===== src/csf_pkg.sv =====
// Constants shared by the processor status flag block and its register bus.
package csf_pkg;
    // Register bus geometry.
    localparam int ADDR_W = 4;
    localparam int DATA_W = 32;

    // Byte addresses of the word registers.
    localparam logic [3:0] OFS_STATUS = 4'h0;
    localparam logic [3:0] OFS_CORE_CTRL = 4'h4;
    localparam logic [3:0] OFS_INT_CTRL1 = 4'h8;
    localparam logic [3:0] OFS_EFF_LEVEL = 4'hC;

    // Register indices.
    localparam logic [1:0] IDX_STATUS = 2'h0;
    localparam logic [1:0] IDX_CORE_CTRL = 2'h1;
    localparam logic [1:0] IDX_INT_CTRL1 = 2'h2;
    localparam logic [1:0] IDX_EFF_LEVEL = 2'h3;

    // Status word field positions; the affect mask uses the same order.
    localparam int BIT_C = 0;
    localparam int BIT_Z = 1;
    localparam int BIT_SW = 2;
    localparam int BIT_N = 3;
    localparam int BIT_RA = 4;
    localparam int BIT_IPL_LO = 5;
    localparam int BIT_IPL_HI = 7;

    // Control word and effective-level word field positions.
    localparam int BIT_TOP = 3;
    localparam int BIT_NEST_OFF = 15;
    localparam int BIT_BLOCKED = 4;

    // Reset values.
    localparam logic [2:0] RST_IPL = 3'h0;
    localparam logic RST_FLAG = 1'b0;

    // Level that blocks user interrupts.
    localparam logic [2:0] IPL_MAX = 3'h7;

    // Bus responses.
    localparam logic [1:0] RESP_OKAY = 2'h0;
    localparam logic [1:0] RESP_SLVERR = 2'h2;
endpackage


===== src/csf_status_flags.sv =====
// Processor status flags with an AXI4-Lite register slave.
`timescale 1ns/1ps
module csf_status_flags #(
    parameter int DW = 16
) (
    input wire logic ref_clk_i,
    input wire logic resetn_i,
    input wire logic ce_i,
    // Execution datapath.
    input wire logic flag_upd_i,
    input wire logic [3:0] flag_aff_i,
    input wire logic [DW-1:0] result_i,
    input wire logic carry_i,
    input wire logic sign_wrap_i,
    input wire logic zero_sticky_i,
    input wire logic repeat_active_i,
    input wire logic ipl_load_i,
    input wire logic [2:0] ipl_val_i,
    // Flag outputs.
    output logic [15:0] status_word_o,
    output logic [3:0] eff_level_o,
    output logic user_irq_blocked_o,
    // AXI4-Lite slave.
    input wire logic [csf_pkg::ADDR_W-1:0] s_axi_awaddr_i,
    input wire logic s_axi_awvalid_i,
    output logic s_axi_awready_o,
    input wire logic [csf_pkg::DATA_W-1:0] s_axi_wdata_i,
    input wire logic [3:0] s_axi_wstrb_i,
    input wire logic s_axi_wvalid_i,
    output logic s_axi_wready_o,
    output logic [1:0] s_axi_bresp_o,
    output logic s_axi_bvalid_o,
    input wire logic s_axi_bready_i,
    input wire logic [csf_pkg::ADDR_W-1:0] s_axi_araddr_i,
    input wire logic s_axi_arvalid_i,
    output logic s_axi_arready_o,
    output logic [csf_pkg::DATA_W-1:0] s_axi_rdata_o,
    output logic [1:0] s_axi_rresp_o,
    output logic s_axi_rvalid_o,
    input wire logic s_axi_rready_i
);

    // Channel holder states.
    typedef enum logic [1:0] {
        CSF_WR_IDLE = 2'b00,
        CSF_WR_EXEC = 2'b01,
        CSF_WR_RESP = 2'b10
    } csf_wr_t;

    logic [2:0] ipl_ff;
    logic ra_ff;
    logic n_ff;
    logic sw_ff;
    logic z_ff;
    logic c_ff;
    logic top_ff;
    logic nest_ff;
    logic [2:0] nxt_ipl;
    logic nxt_n;
    logic nxt_sw;
    logic nxt_z;
    logic nxt_c;

    csf_wr_t wr_ff;
    logic awgot_ff;
    logic wgot_ff;
    logic [csf_pkg::ADDR_W-1:0] awaddr_ff;
    logic [csf_pkg::DATA_W-1:0] wdata_ff;
    logic [3:0] wstrb_ff;
    logic [1:0] bresp_ff;
    logic rvalid_ff;
    logic [csf_pkg::DATA_W-1:0] rdata_ff;
    logic [1:0] rresp_ff;

    logic [2:0] wsel;
    logic [2:0] rsel;
    logic sw_we;
    logic we_status;
    logic we_core;
    logic we_int;
    logic upd;

    // Decode a byte address into {hit, index}; only aligned words hit.
    function automatic logic [2:0] reg_sel(
        input logic [csf_pkg::ADDR_W-1:0] addr
    );
        logic [2:0] s;
        s = 3'h0;
        case (addr)
            csf_pkg::OFS_STATUS: s = {1'b1, csf_pkg::IDX_STATUS};
            csf_pkg::OFS_CORE_CTRL: s = {1'b1, csf_pkg::IDX_CORE_CTRL};
            csf_pkg::OFS_INT_CTRL1: s = {1'b1, csf_pkg::IDX_INT_CTRL1};
            csf_pkg::OFS_EFF_LEVEL: s = {1'b1, csf_pkg::IDX_EFF_LEVEL};
            default: s = 3'h0;
        endcase
        return s;
    endfunction

    // Flag outputs come straight from the flip-flops.
    always_comb begin
        status_word_o = 16'h0000;
        status_word_o[csf_pkg::BIT_IPL_HI:csf_pkg::BIT_IPL_LO] = ipl_ff;
        status_word_o[csf_pkg::BIT_RA] = ra_ff;
        status_word_o[csf_pkg::BIT_N] = n_ff;
        status_word_o[csf_pkg::BIT_SW] = sw_ff;
        status_word_o[csf_pkg::BIT_Z] = z_ff;
        status_word_o[csf_pkg::BIT_C] = c_ff;
    end

    // Effective level joins the top bit above the three-bit field.
    assign eff_level_o = {top_ff, ipl_ff};
    assign user_irq_blocked_o = top_ff
        | (ipl_ff == csf_pkg::IPL_MAX);

    // Write strobes; a write runs one cycle after both halves are in.
    assign wsel = reg_sel(awaddr_ff);
    assign sw_we = (wr_ff == CSF_WR_EXEC) && wsel[2];
    assign we_status = sw_we && (wsel[1:0] == csf_pkg::IDX_STATUS);
    assign we_core = sw_we && (wsel[1:0] == csf_pkg::IDX_CORE_CTRL);
    assign we_int = sw_we && (wsel[1:0] == csf_pkg::IDX_INT_CTRL1);
    assign upd = flag_upd_i;

    // Next flag values. The datapath wins over a software write in the
    // same cycle, so a result is never lost to a late store.
    always_comb begin
        nxt_ipl = ipl_ff;
        nxt_n = n_ff;
        nxt_sw = sw_ff;
        nxt_z = z_ff;
        nxt_c = c_ff;
        if (we_status && wstrb_ff[0]) begin
            if (!nest_ff) begin
                nxt_ipl = wdata_ff[csf_pkg::BIT_IPL_HI:
                                   csf_pkg::BIT_IPL_LO];
            end
            nxt_n = wdata_ff[csf_pkg::BIT_N];
            nxt_sw = wdata_ff[csf_pkg::BIT_SW];
            nxt_z = wdata_ff[csf_pkg::BIT_Z];
            nxt_c = wdata_ff[csf_pkg::BIT_C];
        end
        if (ipl_load_i) begin
            nxt_ipl = ipl_val_i;
        end
        if (upd && flag_aff_i[csf_pkg::BIT_N]) begin
            nxt_n = result_i[DW-1];
        end
        if (upd && flag_aff_i[csf_pkg::BIT_SW]) begin
            nxt_sw = sign_wrap_i;
        end
        if (upd && flag_aff_i[csf_pkg::BIT_Z]) begin
            // A zero result under the sticky form leaves the flag alone.
            if (result_i != '0) begin
                nxt_z = 1'b0;
            end else if (!zero_sticky_i) begin
                nxt_z = 1'b1;
            end
        end
        if (upd && flag_aff_i[csf_pkg::BIT_C]) begin
            nxt_c = carry_i;
        end
    end

    // Status word flip-flops.
    always_ff @(posedge ref_clk_i or negedge resetn_i) begin
        if (!resetn_i) begin
            ipl_ff <= csf_pkg::RST_IPL;
            n_ff <= csf_pkg::RST_FLAG;
            sw_ff <= csf_pkg::RST_FLAG;
            z_ff <= csf_pkg::RST_FLAG;
            c_ff <= csf_pkg::RST_FLAG;
        end else if (ce_i) begin
            ipl_ff <= nxt_ipl;
            n_ff <= nxt_n;
            sw_ff <= nxt_sw;
            z_ff <= nxt_z;
            c_ff <= nxt_c;
        end
    end

    // Repeat-active is status only and ignores software writes.
    always_ff @(posedge ref_clk_i or negedge resetn_i) begin
        if (!resetn_i) begin
            ra_ff <= csf_pkg::RST_FLAG;
        end else if (ce_i) begin
            ra_ff <= repeat_active_i;
        end
    end

    // Control bits held on behalf of the core and interrupt controller.
    always_ff @(posedge ref_clk_i or negedge resetn_i) begin
        if (!resetn_i) begin
            top_ff <= csf_pkg::RST_FLAG;
            nest_ff <= csf_pkg::RST_FLAG;
        end else if (ce_i) begin
            if (we_core && wstrb_ff[0]) begin
                top_ff <= wdata_ff[csf_pkg::BIT_TOP];
            end
            if (we_int && wstrb_ff[1]) begin
                nest_ff <= wdata_ff[csf_pkg::BIT_NEST_OFF];
            end
        end
    end

    // Write channels are taken in either order and held until executed.
    assign s_axi_awready_o = (wr_ff == CSF_WR_IDLE) && !awgot_ff;
    assign s_axi_wready_o = (wr_ff == CSF_WR_IDLE) && !wgot_ff;
    assign s_axi_bvalid_o = (wr_ff == CSF_WR_RESP);
    assign s_axi_bresp_o = bresp_ff;

    always_ff @(posedge ref_clk_i or negedge resetn_i) begin
        if (!resetn_i) begin
            wr_ff <= CSF_WR_IDLE;
            awgot_ff <= 1'b0;
            wgot_ff <= 1'b0;
            awaddr_ff <= '0;
            wdata_ff <= '0;
            wstrb_ff <= 4'h0;
            bresp_ff <= csf_pkg::RESP_OKAY;
        end else if (ce_i) begin
            case (wr_ff)
                CSF_WR_IDLE: begin
                    if (s_axi_awvalid_i && s_axi_awready_o) begin
                        awaddr_ff <= s_axi_awaddr_i;
                        awgot_ff <= 1'b1;
                    end
                    if (s_axi_wvalid_i && s_axi_wready_o) begin
                        wdata_ff <= s_axi_wdata_i;
                        wstrb_ff <= s_axi_wstrb_i;
                        wgot_ff <= 1'b1;
                    end
                    if (awgot_ff && wgot_ff) begin
                        wr_ff <= CSF_WR_EXEC;
                    end
                end
                CSF_WR_EXEC: begin
                    // Unmapped addresses store nothing and report an error.
                    bresp_ff <= wsel[2] ? csf_pkg::RESP_OKAY
                                        : csf_pkg::RESP_SLVERR;
                    wr_ff <= CSF_WR_RESP;
                end
                CSF_WR_RESP: begin
                    if (s_axi_bready_i) begin
                        awgot_ff <= 1'b0;
                        wgot_ff <= 1'b0;
                        wr_ff <= CSF_WR_IDLE;
                    end
                end
                default: begin
                    wr_ff <= CSF_WR_IDLE;
                end
            endcase
        end
    end

    // Read data for a decoded index; reserved bits read as zero.
    function automatic logic [csf_pkg::DATA_W-1:0] rd_word(
        input logic [1:0] idx
    );
        logic [csf_pkg::DATA_W-1:0] d;
        d = '0;
        case (idx)
            csf_pkg::IDX_STATUS: d[15:0] = status_word_o;
            csf_pkg::IDX_CORE_CTRL: d[csf_pkg::BIT_TOP] = top_ff;
            csf_pkg::IDX_INT_CTRL1: d[csf_pkg::BIT_NEST_OFF] = nest_ff;
            csf_pkg::IDX_EFF_LEVEL: begin
                d[3:0] = eff_level_o;
                d[csf_pkg::BIT_BLOCKED] = user_irq_blocked_o;
            end
            default: d = '0;
        endcase
        return d;
    endfunction

    // Reads answer one cycle after the address is taken.
    assign rsel = reg_sel(s_axi_araddr_i);
    assign s_axi_arready_o = !rvalid_ff;
    assign s_axi_rvalid_o = rvalid_ff;
    assign s_axi_rdata_o = rdata_ff;
    assign s_axi_rresp_o = rresp_ff;

    always_ff @(posedge ref_clk_i or negedge resetn_i) begin
        if (!resetn_i) begin
            rvalid_ff <= 1'b0;
            rdata_ff <= '0;
            rresp_ff <= csf_pkg::RESP_OKAY;
        end else if (ce_i) begin
            if (s_axi_arvalid_i && !rvalid_ff) begin
                rvalid_ff <= 1'b1;
                rdata_ff <= rsel[2] ? rd_word(rsel[1:0]) : '0;
                rresp_ff <= rsel[2] ? csf_pkg::RESP_OKAY
                                    : csf_pkg::RESP_SLVERR;
            end else if (rvalid_ff && s_axi_rready_i) begin
                rvalid_ff <= 1'b0;
            end
        end
    end
endmodule


===== config.mk =====
export PLATFORM = sky130hd
export DESIGN_NAME = csf_status_flags
export DESIGN_NICKNAME = d
export VERILOG_FILES = /design/src/csf_pkg.sv /design/src/csf_status_flags.sv
export SDC_FILE = /design/constraint.sdc
export NUM_CORES = 1
export LEC_CHECK = 0
export ABC_AREA = 1
export BUFFER_PORTS_ARGS = -buffer_cell sky130_fd_sc_hd__buf_2
export CAP_MARGIN = 20
export CORE_ASPECT_RATIO = 0.6
export CORE_UTILIZATION = 30
export CTS_CLUSTER_DIAMETER = 80
export DETAILED_ROUTE_END_ITERATION = 10
export GPL_ROUTABILITY_DRIVEN = 0
export GPL_TIMING_DRIVEN = 0
export PLACE_DENSITY = 0.6
export SLEW_MARGIN = 10
export SYNTH_ARGS = -nofsm -noshare
export SYNTH_HDL_FRONTEND = slang
export SYNTH_SLANG_ARGS = --single-unit
export TNS_END_PERCENT = 30

===== constraint.sdc =====
create_clock -name ref_clk_i -period 3.2 [get_ports ref_clk_i]
set_input_delay 0.64 -clock ref_clk_i [delete_from_list [all_inputs] [get_ports ref_clk_i]]
set_output_delay 0.64 -clock ref_clk_i [all_outputs]
set_load 0.02 [all_outputs]

==> results of run 1 <==
## stage by stage
step,utilization (%),cell area (sq um)
2_1_floorplan,-,2440
3_3_place_gp,40.5,2980
3_5_place_dp,40.5,2980
4_1_cts,43.0,3170
5_1_grt,43.0,3170
6_report,43.0,3170
## state kept, by name, summed over array words and instances (netlist names), 2 cells and up
name and flops:
awaddr_ff 4, ipl_ff 3, s_axi_rdata_o 9, wdata_ff 8, wr_ff 2, wstrb_ff 2
## where the power goes
part	total, mW	internal, mW	switching (mW)
Sequential	0.804	0.679	0.125
Combinational	0.815	0.313	0.502
Clock	0.601	0.410	0.190
## placed cells by master, fill, tap and decap left out, types with 2 or more instances in the layout
cell type	Yosys	final
o21ai_0	31	31
clkbuf_1	3	3
nand2_1	94	94
dfrtp_1	40	40
nand4_1	5	5
nor2_2	4	4
nand3_1	8	8
mux2_2	3	3
buf_2	0	83
ha_1	3	3
conb_1	1	33
inv_1	26	26
inv_2	3	3
clkbuf_8	0	2
o21ai_1	4	4
a21oi_1	2	2
nor2_1	21	21
clkbuf_16	0	5
buf_4	42	42
## per-layer routing
layer  track usage [%]  part of all wire (%)  up-vias
li1                  -                     -     1108
met1              22.1                    51      962
met2              21.0                    40       74
met3              3.91                   8.4        2
met4              2.16                  0.12        0
met5                 0                     0        -
## cell families after synthesis
kind of cell	count (synthesis)
simple gates	139
buf+inv	75
flops	40
compound gates	39
mux	3
fa+ha+maj	3
other cells	1
## final cells by class
class | instances | area share, %
multi-input combinational | 217 | 31.3
clock buffer | 7 | 4.82
tap | 104 | 4.11
sequential | 40 | 31.6
timing repair buffer | 83 | 13.1
buffer | 46 | 10.7
clock inverter | 1 | 0.949
inverter | 29 | 3.44
## path summary, 6_finish.rpt
check                                                   from                           end  slack (ps)  cells past startpoint
worst max-delay path                    wr_ff[1]$_DFFE_PN0P_                s_axi_wready_o        1390                      4
min in group ref_clk_i          s_axi_bresp_o[1]$_DFFE_PN0P_  s_axi_bresp_o[1]$_DFFE_PN0P_         490                      2
worst min register to register  s_axi_bresp_o[1]$_DFFE_PN0P_  s_axi_bresp_o[1]$_DFFE_PN0P_         490                      2
worst max register to register          wr_ff[1]$_DFFE_PN0P_         ipl_ff[2]$_DFFE_PN0P_        1770                      8
max in group asynchronous                           resetn_i       wdata_ff[5]$_DFFE_PN0P_        2150                      1
worst min-delay path                                resetn_i  s_axi_rresp_o[1]$_DFFE_PN0P_         490                      1
## worst register-to-register path, delay by kind of cell (launching register included)
kind / cells / cell delay (ps)
flip-flops: 1 / 400
buffers and inverters: 1 / 100
AND/OR/NAND/NOR: 7 / 830
==> flow_summary.toml, run 1 <==
[sta]
min_period_ps = 1810
final_hold_viol_count = 0
grt_setup_unrepaired = "false"
slew_headroom_pct = 39.9
holdWs_ps = 486
worst-slew-pin-transition_ps = 901
clock_skew_ps = 4.34
setup_tns_ps = 0
fmax_mhz = 552
finalCritPeriodShare_pct = 56.6
setup_slack_ps = 1390
maxSlewViolCount = 0
setup_viol = 0

[cells_and_area]
area_growth_pct = 36.6
instances_no_fill = 527
multi_input_area_sq_um = 990
nets = 506
drive_gt1_share_pct = 35.2
antennaDiodeCount = 0
fillCellCount = 773
final-seq-area_sq_um = 1000

[run_status]
status = "completed"

[clock_network]
cts.sinks = 40
numCtsBuffers = 5
cts_buffer_depth = 2
cts_tree = "done"
cts_setup_buffers = 0
clock_latency_ps = 280
cts_resized = 0
holdBufCountCts = 0
h-tree-depth = 2
clock-root-buffer = "clkbuf_16"
clkSlewWorstSetupHoldPaths_ps = 60

[global_routing]
grt_overflow = 0
grt_pass1_wl_mm = 9.03
first_global_vias = 1925
grt_max_degree = 41
grt_antenna_before_repair = 0
grt_usage_pct = 14.6

[worst_setup_path]
worstPathRequired_ps = 2560
crit_path_end_kind = "output pin"
arrival_ps = 1170
cpLargestDelayFamily = "flip-flops"
critPathKind = "reg2out"
cpMaxStageDelayCell = "dfrtp_1"
critPathMaxStageDelay_ps = 400
critPathLaunchType = "register"
cp_max_fo = 5
cp_cell_sequence = "inv_2, nand2_2, nor2_2, buf_2"
worst-path-buf-inv = 2

[placement]
pre_cts_slack_ps = 1350
placedCellCount = 519
dp_hpwl_mm = 4.71
io_buffers = 83

[detailed_routing]
remaining_drc_errors = 0
ant_nets = 0
routedWlPerCell_um = 11.1
totalWireLength_mm = 5.82
drt-initial-drc-count = 118
vias_per_cell = 4.07
drt_pass1_iterations = 4
vias = 2146

[logic_synthesis]
yosys.area_share.simple_pct = 25.6
synth.area.top_cells = "dfrtp_1 (43%), nand2_1 (15%), buf_4 (14%), o21ai_0 (6.7%), inv_1 (4.2%)"
synth_edf_count = 0
ys_ff_latch = 40
synth_ff_type = "dfrtp_1"
yosys-top-cells-count = "nand2_1 (94), buf_4 (42), dfrtp_1 (40)"
synth_compound_area_share_pct = 8.69
synth_adder_area_share_pct = 1.62
yosysMostFrequentCell = "nand2_1"
synthArstFlopShare_pct = 100
syn_area_sq_um = 2320
yosys_warnings = 0
muxShareOfSynthArea_pct = 1.46
synth_xor_area_share_pct = 0
seq_area_frac_synth_pct = 43.2
avgSynthCellArea_sq_um = 7.72
ys_types = 26
yosysTopAreaCellShare_pct = 43.2
netlist_instances = 300
synth_top_cell_by_area = "dfrtp_1"
synth_top_family_by_area = "simple AND/OR/NAND/NOR gates"

[floorplanning]
die_w_um = 115
core_area_sq_um = 7360
die_area_sq_um = 8090
start_util_pct = 31.5
die_h_um = 70.1
rows = 24
io_pins = 143

[pwr]
power_density_nw_per_um2 = 701
leakage_nw = 1.83
peakVddDrop_v = 0.000347
finalPower_mw = 2.22

[worst_hold_path]
min_path_type = "in2async"

[flow_run]
maxCapViolCount = 0
(Power assumes the default switching activity.)
==> inputs of run 2 (changes only) <==
Settings changed: ABC_AREA 1 to 0, PLACE_DENSITY 0.6 to 0.61.
Clock period 3.2 ns to 1.8 ns, I/O delays scaled along.
==> flow_summary.toml, run 2 <==
[clock_network]
clock-root-buffer = "clkbuf_16"
clkSlewWorstSetupHoldPaths_ps = 60
holdBufCountCts = 0
h-tree-depth = 2
cts_buffer_depth = 2
numCtsBuffers = 5
cts.sinks = 40
cts_setup_buffers = 0
clock_latency_ps = 280
cts_tree = "done"

[placement]
placed_area_sq_um = 2870
pre_cts_slack_ps = -267
dp_hpwl_mm = 4.56
placedCellCount = 417
io_buffers = 82

[pwr]
leakage_nw = 1.63
internal_power_mw = 2.41
power_density_nw_per_um2 = 1190
netSwitchingPower_mw = 1.22
finalPower_mw = 3.63
peakVddDrop_v = 0.000574
clockPowerShare_pct = 27.5
p_sw_share_pct = 33.6
combPwrFrac_pct = 32.4
p_seq_share_pct = 40.1

[detailed_routing]
totalWireLength_mm = 5.86
remaining_drc_errors = 0
ant_nets = 0
drt_pass1_iterations = 6
routedWlPerCell_um = 13.8
vias_per_cell = 4.51
vias = 1915
drt-initial-drc-count = 69

[logic_synthesis]
syn_area_sq_um = 2230
yosys-top-cells-count = "buf_4 (42), dfrtp_1 (40), nand2_1 (19)"
seq_area_frac_synth_pct = 45.0
yosysMostFrequentCell = "buf_4"
synth.area.top_cells = "dfrtp_1 (45%), buf_4 (14%), mux2_2 (8.1%), a22o_1 (3.5%), nand2_1 (3.2%)"
synth_top_cell_by_area = "dfrtp_1"
avgSynthCellArea_sq_um = 10.3
ys_ff_latch = 40
netlist_instances = 216
synth_ff_type = "dfrtp_1"
synthArstFlopShare_pct = 100
yosysTopAreaCellShare_pct = 45.0
ys_types = 38
synth_edf_count = 0
yosys_warnings = 0

[floorplanning]
die_h_um = 68.7
rows = 23
io_pins = 143
die_area_sq_um = 7780
core_area_sq_um = 6910
start_util_pct = 32.2
die_w_um = 113

[worst_setup_path]
critPathMaxStageDelay_ps = 620
cp_max_fo = 3
crit_path_end_kind = "register"
cpMaxStageDelayCell = "or4b_4"
arrival_ps = 1890
worst-path-buf-inv = 0
cpLargestDelayFamily = "simple AND/OR/NAND/NOR gates"
worstPathRequired_ps = 1960
cp_cell_sequence = "or4b_4, nor3_2, mux2_2"
critPathLaunchType = "register"
critPathKind = "reg2reg"

[global_routing]
met3_usage_pct = 4.55
grt_pass1_wl_mm = 8.61
met2_usage_pct = 23.2
grt_antenna_before_repair = 0
use_met1_pct = 20.6
top_usage_layer = "met2"
grt_usage_pct = 14.9
grt_max_degree = 41
grt_overflow = 0
first_global_vias = 1697

[sta]
clock_skew_ps = 4.92
finalCritPeriodShare_pct = 96.2
setup_slack_ps = 69.0
fmax_mhz = 578
final_hold_viol_count = 0
maxSlewViolCount = 0
min_period_ps = 1730
setup_viol = 0
slew_headroom_pct = 39.4
grt_setup_unrepaired = "false"
holdWs_ps = 211
setup_tns_ps = 0
worst-slew-pin-transition_ps = 909

[cells_and_area]
largest_reg_flops = 9
antennaDiodeCount = 0
mostFrequentLayoutCells = "buf_2 (85), buf_4 (42), dfrtp_1 (39)"
drive_gt1_share_pct = 47.3
layout_commonest_cell = "buf_2"
area_growth_pct = 36.9
final_core_util_pct = 44.1
nets = 421
instances_no_fill = 425
stdcell_area_sq_um = 3050

[flow_run]
maxCapViolCount = 0

[run_status]
status = "completed"

[worst_hold_path]
min_path_type = "in2async"
run 2: final cells by class:
| cell class | count | area [sq um] |
|---|---|---|
| Sequential cell | 40 | 1000 |
| Clock inverter | 2 | 35.0 |
| Inverter | 8 | 30.0 |
| Multi-Input combinational cell | 152 | 991 |
| Buffer | 48 | 342 |
| Timing Repair Buffer | 82 | 410 |
| Clock buffer | 6 | 129 |
| Fill cell | 696 | 3860 |
| Tap cell | 87 | 109 |
run 2: logic make-up (layout without fill, tap and decap cells):
family          Yosys count  count (layout)  synth area share [%]
compound gates           41              41                  13.0
buf+inv                  56             146                  16.7
simple gates             59              59                  15.3
mux                      16              16                  8.09
fa+ha+maj                 3               3                  1.69
flops                    40              40                  45.0
other cells               1              33                 0.168
run 2: power groups by stage:
| stage | clock, mW | combinational, mW | sequential (mW) |
|---|---|---|---|
| finish | 0.998 | 1.18 | 1.46 |
| global route | 1.07 | 1.28 | 1.50 |
| CTS | 1.03 | 1.18 | 1.46 |
| detailed placement | 0 | 1.18 | 1.47 |
| global placement | 0 | 1.15 | 1.46 |
| floorplan | 0 | 0.806 | 1.45 |
run 2: per-layer routing:
layer	share of wire, %	vias to the layer above
met5	0	-
met4	0.44	0
met3	7.1	5
met2	43	74
met1	49	901
li1	-	935
run 2: timing repair:
action / in CTS / in global routing
gates resized for setup: 1 / 3
setup endpoints to repair: 1 / 6
cloned: 0 / 0
pin swaps: 0 / 1
run 2: final timing paths:
check                                             start  slack, ps  cells after the start                           end
max                            awaddr_ff[1]$_DFFE_PN0P_         70                      3            top_ff$_DFFE_PN0P_
min                                            resetn_i        210                      1    s_axi_rvalid_o$_DFFE_PN0P_
max reg2reg                    awaddr_ff[1]$_DFFE_PN0P_         70                      3            top_ff$_DFFE_PN0P_
min reg2reg                s_axi_rdata_o[2]$_DFFE_PN0P_        480                      2  s_axi_rdata_o[2]$_DFFE_PN0P_
max in group asynchronous                      resetn_i        960                      1          wr_ff[1]$_DFFE_PN0P_
min in group ref_clk_i                s_axi_awaddr_i[1]        310                      2      awaddr_ff[1]$_DFFE_PN0P_
==> inputs of run 3 (changes only) <==
Settings changed: RECOVER_POWER set to 25.
==> flow_summary.toml, run 3 (synthesis gave the netlist of run 2 again) <==
[cells_and_area]
nets = 421
layout_commonest_cell = "buf_2"
area_growth_pct = 36.9
fillCellCount = 696
final-seq-area_sq_um = 1000
mostFrequentLayoutCells = "buf_2 (84), buf_4 (42), dfrtp_1 (39)"
drive_gt1_share_pct = 47.3
largest_reg_flops = 9
antennaDiodeCount = 0
final_core_util_pct = 44.1
multi_input_area_sq_um = 991
stdcell_area_sq_um = 3050

[clock_network]
h-tree-depth = 2
holdBufCountCts = 0
cts.sinks = 40
cts_tree = "done"
clock_latency_ps = 280
clock-root-buffer = "clkbuf_16"
cts_setup_buffers = 0
numCtsBuffers = 5
cts_buffer_depth = 2
clkSlewWorstSetupHoldPaths_ps = 60

[placement]
io_buffers = 82
placed_area_sq_um = 2870
dp_hpwl_mm = 4.56
pre_cts_slack_ps = -267

[sta]
clock_skew_ps = 4.92
slew_headroom_pct = 32.2
setup_slack_ps = 69.0
min_period_ps = 1730
setup_tns_ps = 0
final_hold_viol_count = 0
setup_viol = 0
finalCritPeriodShare_pct = 96.2
maxSlewViolCount = 0
grt_setup_unrepaired = "false"
fmax_mhz = 578
worst-slew-pin-transition_ps = 1020
holdWs_ps = 247

[global_routing]
grt_pass1_wl_mm = 8.61
first_global_vias = 1697
grt_overflow = 0
grt_usage_pct = 14.9
grt_antenna_before_repair = 0
grt_max_degree = 41

[worst_setup_path]
critPathLaunchType = "register"
worstPathRequired_ps = 1960
cp_cell_sequence = "or4b_4, nor3_2, mux2_2"
cp_max_fo = 3
critPathMaxStageDelay_ps = 620
worst-path-buf-inv = 0
critPathKind = "reg2reg"
arrival_ps = 1890
cpLargestDelayFamily = "simple AND/OR/NAND/NOR gates"
crit_path_end_kind = "register"
cpMaxStageDelayCell = "or4b_4"

[pwr]
p_seq_share_pct = 40.1
peakVddDrop_v = 0.000574
p_sw_share_pct = 33.6
power_density_nw_per_um2 = 1190
netSwitchingPower_mw = 1.22
internal_power_mw = 2.41
leakage_nw = 1.63
combPwrFrac_pct = 32.4
clockPowerShare_pct = 27.5

[detailed_routing]
totalWireLength_mm = 5.86
ant_nets = 0
vias_per_cell = 4.51
drt-initial-drc-count = 69
routedWlPerCell_um = 13.8
remaining_drc_errors = 0
drt_pass1_iterations = 6
vias = 1915

[floorplanning]
start_util_pct = 32.2
rows = 23
core_area_sq_um = 6910
die_w_um = 113
die_h_um = 68.7
die_area_sq_um = 7780
io_pins = 143

[worst_hold_path]
min_path_type = "in2async"

[run_status]
status = "completed"

[flow_run]
maxCapViolCount = 0
[run 3: changes by cell type in the layout (fill, tap and decap cells not counted)]
cell      delta
buf_2        -1
clkbuf_2     +1
[run 3: final cells by class]
| class | count | area share, % |
|---|---|---|
| Clock buffer | 6 | 4.23 |
| Inverter | 8 | 0.985 |
| Sequential cell | 40 | 32.9 |
| Clock inverter | 2 | 1.15 |
| Buffer | 48 | 11.2 |
| Timing Repair Buffer | 82 | 13.5 |
| Tap cell | 87 | 3.57 |
| Multi-Input combinational cell | 152 | 32.5 |
[run 3: worst register-to-register path: cells and delay by family (launching register included)]
family | cells | cell delay [ps]
DFF | 1 | 390
muxes | 1 | 360
and+or+nand+nor | 2 | 870
[run 3: timing repair]
action / 4_1_cts / 5_1_grt
pin swaps: 0 / 1
gates resized for setup: 1 / 3
setup endpoints to repair: 1 / 6
cloned: 0 / 0
[run 3: layer usage]
metal  up-vias  wire, um  track usage, %
met5         -         0               0
li1        935         -               -
met2        74      2530            23.2
met3         5       416            4.55
met4         0        26            2.96
met1       901      2890            20.6
[run 3: power by group through the flow]
stage               sequential [mW]  clock (mW)  combinational (mW)
floorplan                      1.45           0               0.806
CTS                            1.46        1.03                1.18
finish                         1.46       0.998                1.18
detailed placement             1.47           0                1.18
global placement               1.46           0                1.15
global route                   1.50        1.07                1.28
[run 3: final timing paths]
path | startpoint | to | slack, ps | cells past startpoint
worst max-delay path | awaddr_ff[1]$_DFFE_PN0P_ | top_ff$_DFFE_PN0P_ | 70 | 3
worst min-delay path | resetn_i | s_axi_rvalid_o$_DFFE_PN0P_ | 250 | 1
worst max register to register | awaddr_ff[1]$_DFFE_PN0P_ | top_ff$_DFFE_PN0P_ | 70 | 3
worst min register to register | s_axi_rdata_o[2]$_DFFE_PN0P_ | s_axi_rdata_o[2]$_DFFE_PN0P_ | 480 | 2
max in group asynchronous | resetn_i | wr_ff[1]$_DFFE_PN0P_ | 860 | 1
min in group ref_clk_i | s_axi_awaddr_i[1] | awaddr_ff[1]$_DFFE_PN0P_ | 310 | 2
[run 3: through the flow]
step | total power [mW] | cells
2_1_floorplan | 2.25 | 248
3_3_place_gp | 2.61 | 417
3_5_place_dp | 2.65 | 417
4_1_cts | 3.66 | 425
5_1_grt | 3.85 | 425
6_report | 3.63 | 425
